`src/core/tfcc_pkg.sv`:
```
// tfcc_pkg: constants and carrier types for the transmit control and
// hardware configuration register bank.
// assumes: classic wishbone slave, 8-bit byte address, 32-bit data.
package tfcc_pkg;

	// register byte addresses
	localparam logic [7:0] TFCC_TX_CTRL_OFS = 8'h70;
	localparam logic [7:0] TFCC_HARDWARE_CONFIGURATION_OFS = 8'h74;

	// transmit_control field positions
	localparam int TFCC_STOP_BIT = 0;
	localparam int TFCC_TX_ON_BIT = 1;
	localparam int TFCC_SAO_BIT = 2;
	localparam int TFCC_DAT_FLUSH_BIT = 14;
	localparam int TFCC_STS_FLUSH_BIT = 15;

	// hardware_configuration field positions
	localparam int TFCC_CLK_SEL_LSB = 5;
	localparam int TFCC_FIFO_SZ_LSB = 16;
	localparam int TFCC_MUST_ONE_BIT = 20;

	// reset values
	localparam logic [3:0] TFCC_FIFO_SZ_RST = 4'h5;
	localparam logic [1:0] TFCC_CLK_SEL_RST = 2'h0;
	localparam logic TFCC_MUST_ONE_RST = 1'b0;

	// fifo memory split, in bytes
	localparam logic [14:0] TFCC_MEM_BYTES = 15'h4000;
	localparam logic [14:0] TFCC_STS_BYTES = 15'h0200;
	localparam logic [3:0] TFCC_FIFO_SZ_MAX = 4'hE;
	localparam int TFCC_KB_SHIFT = 10;

	// mii clock source codes
	localparam logic [1:0] TFCC_CLK_INT_A = 2'h0;
	localparam logic [1:0] TFCC_CLK_EXT = 2'h1;
	localparam logic [1:0] TFCC_CLK_OFF = 2'h2;
	localparam logic [1:0] TFCC_CLK_INT_B = 2'h3;

	typedef enum logic [1:0] {
		TFCC_ST_OFF = 2'b00,
		TFCC_ST_ON = 2'b01,
		TFCC_ST_STOPPING = 2'b10
	} tfcc_tx_state_type;

	typedef struct packed {
		logic cyc;
		logic stb;
		logic we;
		logic [7:0] adr;
		logic [3:0] sel;
		logic [31:0] dat;
	} tfcc_wb_req_type;

	typedef struct packed {
		logic ack;
		logic [31:0] dat;
	} tfcc_wb_rsp_type;

	// from the transmit engine
	typedef struct packed {
		logic halted;
		logic sts_full;
	} tfcc_txe_stat_type;

	// to the transmit engine and fifo controllers
	typedef struct packed {
		logic enable;
		logic run;
		logic stop_req;
		logic sts_ptr_clr;
		logic dat_ptr_clr;
		logic sts_full_irq;
	} tfcc_txe_ctrl_type;

endpackage : tfcc_pkg

```
`src/core/tfcc_top.sv`:
```
// tfcc_top: transmit control and hardware configuration registers with
// the small stop sequencer that ties them to the transmit engine.
// assumes: wishbone master keeps the request steady until ack; the
// transmit engine reports halted between frames and when disabled.
//
// Our own choice: the Wishbone register port.
`timescale 1ns/1ps

// What this block does
// - status flush clears status pointers, self-clears
// - data flush clears data pointers, self-clears
// - full status fifo suspends unless overrun allowed
// - overrun allow never gates full interrupt
// - enable bit lets transmitter send queued data
// - enable clears itself after stop completes
// - stop finishes current frame, then self-clears
// - stop bit writes ignored while it reads one
// - fifo size field in kilobytes, max fourteen
// - status fifo takes 512 bytes, data rest
// - data fifo holds frame data and commands
// - receive side gets 16KB minus transmit allocation
// - clock select chooses internal or external clocks
// - 00/11 internal, 01 external, 10 disabled
module tfcc_top (
	// clock and reset
	input wire logic core_clk_i,
	input wire logic sys_rst_i,
	// wishbone slave
	input tfcc_pkg::tfcc_wb_req_type wb_req_i,
	output tfcc_pkg::tfcc_wb_rsp_type wb_rsp_o,
	// transmit engine
	input tfcc_pkg::tfcc_txe_stat_type txe_stat_i,
	output tfcc_pkg::tfcc_txe_ctrl_type txe_ctrl_o,
	// configuration
	output logic must_write_one_o,
	output logic [3:0] tx_fifo_size_o,
	output logic [14:0] tx_sts_bytes_o,
	output logic [14:0] tx_dat_bytes_o,
	output logic [14:0] rx_bytes_o,
	// mii clock steering
	output logic mii_clk_internal_o,
	output logic mii_clk_external_o,
	output logic mii_clk_disabled_o
);
	import tfcc_pkg::*;

	typedef struct packed {
		tfcc_tx_state_type st;
		logic ack;
		logic [31:0] rdata;
		logic stop;
		logic tx_on;
		logic sao;
		logic must_one;
		logic [3:0] fifo_sz;
		logic [1:0] clk_sel;
		logic sts_clr;
		logic dat_clr;
		logic run;
		logic sts_full_irq;
		logic stop_req;
	} tfcc_regs_type;

	tfcc_regs_type regs_r;
	tfcc_regs_type regs_nxt;

	// bus decode
	logic req_live;
	logic hit_tx;
	logic hit_hw;
	logic wr_go;
	logic [31:0] tx_view;
	logic [31:0] hw_view;
	logic [31:0] wmask;
	logic [31:0] wdat;

	// engine view
	logic stop_done;
	logic suspend;

	assign req_live = wb_req_i.cyc && wb_req_i.stb;
	assign hit_tx = (wb_req_i.adr[7:2] == TFCC_TX_CTRL_OFS[7:2]);
	assign hit_hw = (wb_req_i.adr[7:2] == TFCC_HARDWARE_CONFIGURATION_OFS[7:2]);

	// a write lands on the edge where the master sees ack
	assign wr_go = req_live && wb_req_i.we && regs_r.ack;

	// expand byte selects into a bit mask
	always_comb begin
		for (int i = 0; i < 4; i++) begin
			wmask[i*8 +: 8] = {8{wb_req_i.sel[i]}};
		end
	end

	assign wdat = wb_req_i.dat & wmask;

	// read views; everything not listed is zero
	always_comb begin
		tx_view = 32'h0000_0000;
		tx_view[TFCC_STS_FLUSH_BIT] = regs_r.sts_clr;
		tx_view[TFCC_DAT_FLUSH_BIT] = regs_r.dat_clr;
		tx_view[TFCC_SAO_BIT] = regs_r.sao;
		tx_view[TFCC_TX_ON_BIT] = regs_r.tx_on;
		tx_view[TFCC_STOP_BIT] = regs_r.stop;
	end

	always_comb begin
		hw_view = 32'h0000_0000;
		hw_view[TFCC_MUST_ONE_BIT] = regs_r.must_one;
		hw_view[TFCC_FIFO_SZ_LSB +: 4] = regs_r.fifo_sz;
		hw_view[TFCC_CLK_SEL_LSB +: 2] = regs_r.clk_sel;
	end

	// engine has parked after a stop request
	assign stop_done = regs_r.stop && txe_stat_i.halted;

	// full status fifo holds the engine off unless overrun is allowed
	assign suspend = txe_stat_i.sts_full && !regs_r.sao;

	always_comb begin
		regs_nxt = regs_r;

		// single cycle strobes drop unless written again
		regs_nxt.sts_clr = 1'b0;
		regs_nxt.dat_clr = 1'b0;

		// bus answer: ack one cycle, then drop
		regs_nxt.ack = req_live && !regs_r.ack;
		regs_nxt.rdata = 32'h0000_0000;
		if (req_live && !regs_r.ack && !wb_req_i.we) begin
			if (hit_tx) begin
				regs_nxt.rdata = tx_view;
			end else if (hit_hw) begin
				regs_nxt.rdata = hw_view;
			end
		end

		// hardware completion of a stop comes first, so that a software
		// write in the same cycle still has the final say on tx_on
		if (stop_done) begin
			regs_nxt.stop = 1'b0;
			regs_nxt.tx_on = 1'b0;
		end

		if (wr_go && hit_tx) begin
			if (wmask[TFCC_STS_FLUSH_BIT]) begin
				regs_nxt.sts_clr = wdat[TFCC_STS_FLUSH_BIT];
			end
			if (wmask[TFCC_DAT_FLUSH_BIT]) begin
				regs_nxt.dat_clr = wdat[TFCC_DAT_FLUSH_BIT];
			end
			if (wmask[TFCC_SAO_BIT]) begin
				regs_nxt.sao = wdat[TFCC_SAO_BIT];
			end
			if (wmask[TFCC_TX_ON_BIT]) begin
				regs_nxt.tx_on = wdat[TFCC_TX_ON_BIT];
			end
			// a pending stop cannot be cancelled or re-armed by software
			if (wmask[TFCC_STOP_BIT] && !regs_r.stop) begin
				regs_nxt.stop = wdat[TFCC_STOP_BIT];
			end
		end

		// no interlock against live engines here; software owns that
		if (wr_go && hit_hw) begin
			if (wmask[TFCC_MUST_ONE_BIT]) begin
				regs_nxt.must_one = wdat[TFCC_MUST_ONE_BIT];
			end
			if (wmask[TFCC_FIFO_SZ_LSB]) begin
				regs_nxt.fifo_sz = wdat[TFCC_FIFO_SZ_LSB +: 4];
			end
			if (wmask[TFCC_CLK_SEL_LSB]) begin
				regs_nxt.clk_sel = wdat[TFCC_CLK_SEL_LSB +: 2];
			end
		end

		// sequencer mirrors the control bits for the engine
		case (regs_r.st)
			TFCC_ST_OFF: begin
				if (regs_nxt.tx_on && !regs_nxt.stop) begin
					regs_nxt.st = TFCC_ST_ON;
				end else if (regs_nxt.stop) begin
					regs_nxt.st = TFCC_ST_STOPPING;
				end
			end
			TFCC_ST_ON: begin
				if (regs_nxt.stop) begin
					regs_nxt.st = TFCC_ST_STOPPING;
				end else if (!regs_nxt.tx_on) begin
					regs_nxt.st = TFCC_ST_OFF;
				end
			end
			TFCC_ST_STOPPING: begin
				if (!regs_nxt.stop) begin
					regs_nxt.st = regs_nxt.tx_on ? TFCC_ST_ON : TFCC_ST_OFF;
				end
			end
			default: begin
				regs_nxt.st = TFCC_ST_OFF;
			end
		endcase

		// engine may start frames only while on and not suspended;
		// during a stop it may only finish the frame already begun
		regs_nxt.run = regs_nxt.tx_on && !suspend;

		// full flag raised whatever the overrun setting
		regs_nxt.sts_full_irq = txe_stat_i.sts_full;

		// stop request to the engine leaves a flop, not a state decode
		regs_nxt.stop_req = (regs_nxt.st == TFCC_ST_STOPPING);
	end

	always_ff @(posedge core_clk_i or posedge sys_rst_i) begin
		if (sys_rst_i) begin
			regs_r.st <= TFCC_ST_OFF;
			regs_r.ack <= 1'b0;
			regs_r.rdata <= 32'h0000_0000;
			regs_r.stop <= 1'b0;
			regs_r.tx_on <= 1'b0;
			regs_r.sao <= 1'b0;
			regs_r.must_one <= TFCC_MUST_ONE_RST;
			regs_r.fifo_sz <= TFCC_FIFO_SZ_RST;
			regs_r.clk_sel <= TFCC_CLK_SEL_RST;
			regs_r.sts_clr <= 1'b0;
			regs_r.dat_clr <= 1'b0;
			regs_r.run <= 1'b0;
			regs_r.sts_full_irq <= 1'b0;
			regs_r.stop_req <= 1'b0;
		end else begin
			regs_r <= regs_nxt;
		end
	end

	// bus outputs
	assign wb_rsp_o.ack = regs_r.ack;
	assign wb_rsp_o.dat = regs_r.rdata;

	// engine outputs
	assign txe_ctrl_o.enable = regs_r.tx_on;
	assign txe_ctrl_o.run = regs_r.run;
	assign txe_ctrl_o.stop_req = regs_r.stop_req;
	assign txe_ctrl_o.sts_ptr_clr = regs_r.sts_clr;
	assign txe_ctrl_o.dat_ptr_clr = regs_r.dat_clr;
	assign txe_ctrl_o.sts_full_irq = regs_r.sts_full_irq;

	// configuration outputs
	assign must_write_one_o = regs_r.must_one;
	assign tx_fifo_size_o = regs_r.fifo_sz;

	tfcc_fifo_alloc u_alloc (
		.core_clk_i(core_clk_i),
		.sys_rst_i(sys_rst_i),
		.fifo_sz_i(regs_r.fifo_sz),
		.tx_sts_bytes_o(tx_sts_bytes_o),
		.tx_dat_bytes_o(tx_dat_bytes_o),
		.rx_bytes_o(rx_bytes_o)
	);

	tfcc_clk_sel u_clk_sel (
		.core_clk_i(core_clk_i),
		.sys_rst_i(sys_rst_i),
		.sel_i(regs_r.clk_sel),
		.internal_o(mii_clk_internal_o),
		.external_o(mii_clk_external_o),
		.disabled_o(mii_clk_disabled_o)
	);

endmodule : tfcc_top

```
`src/core/tfcc_fifo_alloc.sv`:
```
// tfcc_fifo_alloc: turns the transmit fifo size field into byte limits.
// assumes: size field is steady while both engines are stopped.
`timescale 1ns/1ps
module tfcc_fifo_alloc (
	// clock and reset
	input wire logic core_clk_i,
	input wire logic sys_rst_i,
	// configuration
	input wire logic [3:0] fifo_sz_i,
	// byte budgets
	output logic [14:0] tx_sts_bytes_o,
	output logic [14:0] tx_dat_bytes_o,
	output logic [14:0] rx_bytes_o
);
	import tfcc_pkg::*;

	logic [3:0] units;
	logic [14:0] tx_total;

	// field above the maximum is held at the maximum
	assign units = (fifo_sz_i > TFCC_FIFO_SZ_MAX) ? TFCC_FIFO_SZ_MAX : fifo_sz_i;
	assign tx_total = 15'({units, 10'h000});

	always_ff @(posedge core_clk_i or posedge sys_rst_i) begin
		if (sys_rst_i) begin
			tx_sts_bytes_o <= 15'h0000;
			tx_dat_bytes_o <= 15'h0000;
			rx_bytes_o <= 15'h0000;
		end else begin
			tx_sts_bytes_o <= TFCC_STS_BYTES;
			// data and command words share this budget
			tx_dat_bytes_o <= tx_total - TFCC_STS_BYTES;
			rx_bytes_o <= TFCC_MEM_BYTES - tx_total;
		end
	end

endmodule : tfcc_fifo_alloc

```
`src/core/tfcc_clk_sel.sv`:
```
// tfcc_clk_sel: decodes the mii clock source field into steering enables.
// assumes: downstream clock muxing is glitch safe on its own.
`timescale 1ns/1ps
module tfcc_clk_sel (
	// clock and reset
	input wire logic core_clk_i,
	input wire logic sys_rst_i,
	// configuration
	input wire logic [1:0] sel_i,
	// steering
	output logic internal_o,
	output logic external_o,
	output logic disabled_o
);
	import tfcc_pkg::*;

	always_ff @(posedge core_clk_i or posedge sys_rst_i) begin
		if (sys_rst_i) begin
			internal_o <= 1'b1;
			external_o <= 1'b0;
			disabled_o <= 1'b0;
		end else begin
			internal_o <= (sel_i == TFCC_CLK_INT_A) || (sel_i == TFCC_CLK_INT_B);
			external_o <= (sel_i == TFCC_CLK_EXT);
			disabled_o <= (sel_i == TFCC_CLK_OFF);
		end
	end

endmodule : tfcc_clk_sel

```
`config.mk`:
```
export PLATFORM = sky130hd
export DESIGN_NAME = tfcc_top
export DESIGN_NICKNAME = d
export VERILOG_FILES = /design/src/core/tfcc_pkg.sv /design/src/core/tfcc_top.sv /design/src/core/tfcc_fifo_alloc.sv /design/src/core/tfcc_clk_sel.sv
export SDC_FILE = /design/constraint.sdc
export NUM_CORES = 1
export LEC_CHECK = 0
export BUFFER_PORTS_ARGS = -buffer_cell sky130_fd_sc_hd__buf_2
export CORE_ASPECT_RATIO = 1.2
export CORE_MARGIN = 2
export CORE_UTILIZATION = 45
export CTS_CLUSTER_SIZE = 40
export DETAILED_ROUTE_END_ITERATION = 7
export HOLD_SLACK_MARGIN = 0.15
export PLACE_DENSITY = 0.85
export SYNTH_ARGS = -nofsm -noshare
export SYNTH_HDL_FRONTEND = slang
export SYNTH_SLANG_ARGS = --single-unit
```
`constraint.sdc`:
```
create_clock -name core_clk_i -period 3.25 [get_ports core_clk_i]
set_clock_uncertainty 0.2 [all_clocks]
set_input_delay 0.1625 -clock core_clk_i [delete_from_list [all_inputs] [get_ports core_clk_i]]
set_output_delay 0.1625 -clock core_clk_i [all_outputs]
set_load 0.005 [all_outputs]
```
==> out/qor_table.md <==
| Group | Quantity | Reported |
|---|---|---|
| logic synthesis | Number of instances in the synthesized netlist | 193 |
| setup path | Most frequent cell on the critical path | sky130_fd_sc_hd__dlygate4sd3_1 |
| flow run | Number of violations of the max-capacitance limit | 0 |
| placed design | RD Place Congestion | 0.7543 |
| drt | Drt first pass iters | 4 |
| global routing | Antenna violations before repair | 0 |
| setup path | Slowest library cell on the worst path | sky130_fd_sc_hd__dlygate4sd3_1 |
| sta | Final setup vio count | 0 |
| power | Part of the power in combinational logic | 7.5% |
| global routing | Combined global-route utilization of all metal layers | 15.24% |
| global routing | Vias in the first global route | 1322 |
| setup path | Worst path buffer plus inverter count | 4 |
| setup path | Number of cells on the worst reg-to-reg path | 5 |
| logic synthesis | Top area cells in the synthesized netlist | sky130_fd_sc_hd__dfrtp_1 46%, sky130_fd_sc_hd__buf_4 26%, sky130_fd_sc_hd__mux2_2 4.1% |
| placed design | Setup slack at placement | 1.664 ns |
| logic synthesis | Fraction of registers with async set/reset | 100.0% |
| sta | Slew at the pin with the worst max-slew slack | 0.6306 ns |
| drt | Number of DRC violations after detailed routing | 0 |
| floorplanning | Die Area | 5489 sq um |
| finish | Ant diodes | 0 |
| setup path | Arrival time at the worst endpoint | 2.17 ns |
| clocking | H-tree level count | 2 |
| finish | Number of nets in the finished design | 321 |
| floorplanning | Effective utilization at floorplan | 47.40% |
| placed design | IO Port Bufs | 66 |
| clocking | Maximum clock path buffer count | 2 |
| sta | Sum Neg Setup Slack | 0 ns |
| sta | Final number of max-transition violations | 0 |
| setup path | Startpoint type of the worst setup path | input pin |
| logic synthesis | Cell with the most instances after synthesis | sky130_fd_sc_hd__buf_4 |
| sta | Final worst path period need | 2.180 ns |
| sta | Post-route clock period utilization | 67.09% |
| sta | Setup slack of the critical path after layout | 1.070 ns |
| power | Maximum VDD drop | 0.2488 mV |
| sta | Final Hold Violating Endpoints | 0 |
| finish | Sequential cell area | 1105 sq um |
| power | Areal power density over the cells | 396.4 nW/um^2 |
| clocking | Clock Sink Count | 44 |
| setup path | Biggest cell delay along the critical path | 0.60 ns |
| min path | Hold Path Stages | 5 |
| min path | Endpoint of the worst hold-timing path | wb_rsp_o[14] |
| logic synthesis | Post-synthesis instance area | 2210 sq um |
| clocking | Later-pin clock latency in the skew report | 0.30 ns |
| logic synthesis | Share of the synthesized area in the top cell type | 46.43% |
| global routing | Wire length of the first global-routing pass | 5940 um |
| sta | Timing-limited maximum frequency | 458.6 MHz |
| floorplanning | Overall die width | 67.97 um |
| placed design | Half-perimeter wire length of the detailed placement result | 2712 um |
| floorplanning | Row cnt | 27 |
| global routing | Leftover overflow at the end of global routing | 0 |
| setup path | Critical Path Fanout Max | 6 |
| logic synthesis | Most common library cells after synthesis | 77 x sky130_fd_sc_hd__buf_4, 41 x sky130_fd_sc_hd__dfrtp_1, 12 x sky130_fd_sc_hd__and2_1 |
| clocking | Clock-pin slew on the worst setup and hold paths | 0.08 ns |
| clocking | CTS-repair resized insts | 0 |
| logic synthesis | Number of library cell types mapped by synthesis | 31 |
| drt | Post-route antenna net violation count | 0 |
| power | Switching power total | 226.5 uW |
| logic synthesis | Number of synthesized register bits | 44 |
| floorplanning | Height of the die | 80.76 um |
| min path | Path category of the worst min-delay check | input pin to register |
| finish | Total area of multi-input combinational cells | 673.1 sq um |
| drt | DRT iter0 DRCs | 17 |
| setup path | Critical path cell sequence | dlygate4sd3_1 > buf_2 > and4_4 > nand4_1 > mux2i_1 > dlygate4sd3_1 > inv_1 |
| clocking | Post-CTS Setup Bufs | 0 |
| power | Flop pwr share | 53.4% |
| setup path | R2R Path End | txe_ctrl_o[5] |
| logic synthesis | Yosys top cell by area | sky130_fd_sc_hd__dfrtp_1 |
| drt | Total wire length | 3884 um |
| setup path | Sort of element at the end of the critical path | register |
| logic synthesis | Sequential share of the synthesized area | 50.00% |
| setup path | Category of the most critical setup path | input pin to register |
| finish | Fraction of layout instances using a drive strength above 1 | 34.94% |
| clocking | Clk Tree Root Cell | sky130_fd_sc_hd__clkbuf_8 |
| setup path | Worst path top cell family by delay | buffers and inverters |
| clocking | Clock buffer count from CTS | 5 |
| global routing | Pin count of the biggest net entering global routing | 27 |
| setup path | Launch point of the worst reg-to-reg path | wb_rsp_o[32] |
| floorplanning | Ports placed on the boundary | 143 |
| power | Power share of the clock group | 39.0% |
| clocking | Clock tree from TritonCTS | yes |
| drt | Via density | 4.122 |
| setup path | Worst reg-to-reg setup slack | 1.13 ns |
| sta | Setup repair after global routing missed its margin | no |
| setup path | Worst path required time | 3.24 ns |
| power | Lkg Pwr | 0.001474 uW |
| power | Switching share of total power | 21.74% |
| logic synthesis | Most common flop cell mapped by yosys | sky130_fd_sc_hd__dfrtp_1 |
| clocking | Hold_buf cts | 29 |
| floorplanning | Core box area | 4662 sq um |
| power | Internal power | 815.1 uW |
| logic synthesis | Synthesized area per cell | 11.45 sq um |
| finish | Area growth syn-to-layout | 18.91% |
| drt | Routed wire per std cell | 11.88 um |
| finish | Number of fill cells in the layout | 413 |
| sta | Rel. slew slack | 57.70% |
| logic synthesis | Count of flip-flops with a built-in enable after synthesis | 0 |
| drt | Via count | 1348 |
| logic synthesis | Ys Warns | 0 |
| min path | HP Start | wb_req_i[38] |
| outcome | Result of the run | completed |
==> metal layers <==
layer / GRT usage, % / share of wire (%) / up-vias
met2: 28.16 / 56 / 69
met1: 15.86 / 36 / 639
met5: 0 / 0 / -
li1: - / - / 634
met3: 3.878 / 5.7 / 6
met4: 6.600 / 1.9 / 0
==> sequential cells by signal (all words and copies together) (netlist names), 2 cells and up <==
register and flops:
u_alloc.tx_dat_bytes_o 6, wb_rsp_o 13, txe_ctrl_o 6, tx_fifo_size_o 4, hw_view 2, regs_r 4
u_alloc.rx_bytes_o 5
==> placed cells by master (no fill, tap or decap), drive strengths merged, types with 2 or more instances in the layout <==
| cell type | Yosys | routed |
|---|---|---|
| buf | 77 | 67 |
| conb | 2 | 54 |
| dfrtp | 41 | 41 |
| dlygate4sd3 | 0 | 29 |
| and2 | 12 | 12 |
| inv | 10 | 9 |
| mux2 | 8 | 8 |
| clkbuf | 3 | 5 |
| nand2 | 4 | 4 |
| nand3 | 4 | 4 |
| nor2 | 3 | 3 |
| a21boi | 3 | 3 |
| dfstp | 3 | 3 |
| nor4 | 3 | 3 |
| and4 | 3 | 3 |
| nand4 | 2 | 2 |
| nor3 | 2 | 2 |
| ha | 2 | 2 |
| clkinv | 0 | 2 |
==> final cells by class <==
type                    instances  area share, %
flip-flops and latches         44          42.05
multi-input cells             111          25.62
repair buffers                 96          23.90
well taps                      58          2.762
clock buffers                   5          2.619
clock inverters                 3          1.619
inverters                      10          1.429
==> worst reg2reg max path, cell delays in order (launching register included) <==
cell                            delay [ns]
sky130_fd_sc_hd__dfrtp_1              0.44
sky130_fd_sc_hd__and4_4               0.29
sky130_fd_sc_hd__nand4_1              0.18
sky130_fd_sc_hd__mux2i_1              0.27
sky130_fd_sc_hd__dlygate4sd3_1        0.60
sky130_fd_sc_hd__inv_1                0.04
==> cells by family (layout without fill, tap and decap cells) <==
| logic type | count (synthesis) | count (layout) | synth area share, % |
|---|---|---|---|
| muxes | 9 | 9 | 4.530 |
| other | 2 | 54 | 0.3399 |
| and+or+nand+nor | 37 | 37 | 12.46 |
| DFF | 44 | 44 | 50.00 |
| xor gates and xnor gates | 2 | 2 | 0.7929 |
| adders and majority gates | 2 | 2 | 1.132 |
| AOI/OAI and AO/OA | 7 | 7 | 2.378 |
| buffers and inverters | 90 | 114 | 28.37 |
==> power by group through the flow <==
stage               logic, uW  registers, uW  clock network [uW]
floorplan                79.7            566                   0
global route             91.9            557                 450
global placement         59.6            567                   0
finish                   78.6            556                 407
CTS                      77.9            556                 418
detailed placement       61.0            567                   0
==> worst max path at each step <==
stage,start,to,slack [ns],cells after the start
after floorplan,wb_rsp_o[32],regs_r[48],1.83,4
after global placement,wb_rsp_o[32],regs_r[48],1.67,4
after detailed placement,wb_rsp_o[32],regs_r[48],1.66,4
after CTS,wb_req_i[44],txe_ctrl_o[5],1.09,7
after global routing,wb_req_i[44],txe_ctrl_o[5],0.98,7
final,wb_req_i[44],txe_ctrl_o[5],1.07,7
==> metrics by stage <==
stage	hold slack [ns]	instance area [sq um]	utilization (%)	total power [uW]	std cells
floorplan	-0.006070	2405	-	646.1	245
global placement	-0.006603	2226	47.75	626.2	290
detailed placement	-0.005890	2226	47.75	627.9	290
CTS	0.2149	2628	56.36	1052	327
global route	0.2592	2628	56.36	1099	327
finish	0.2231	2628	56.36	1042	327
No activity file was read; power rests on OpenSTA's default activity.
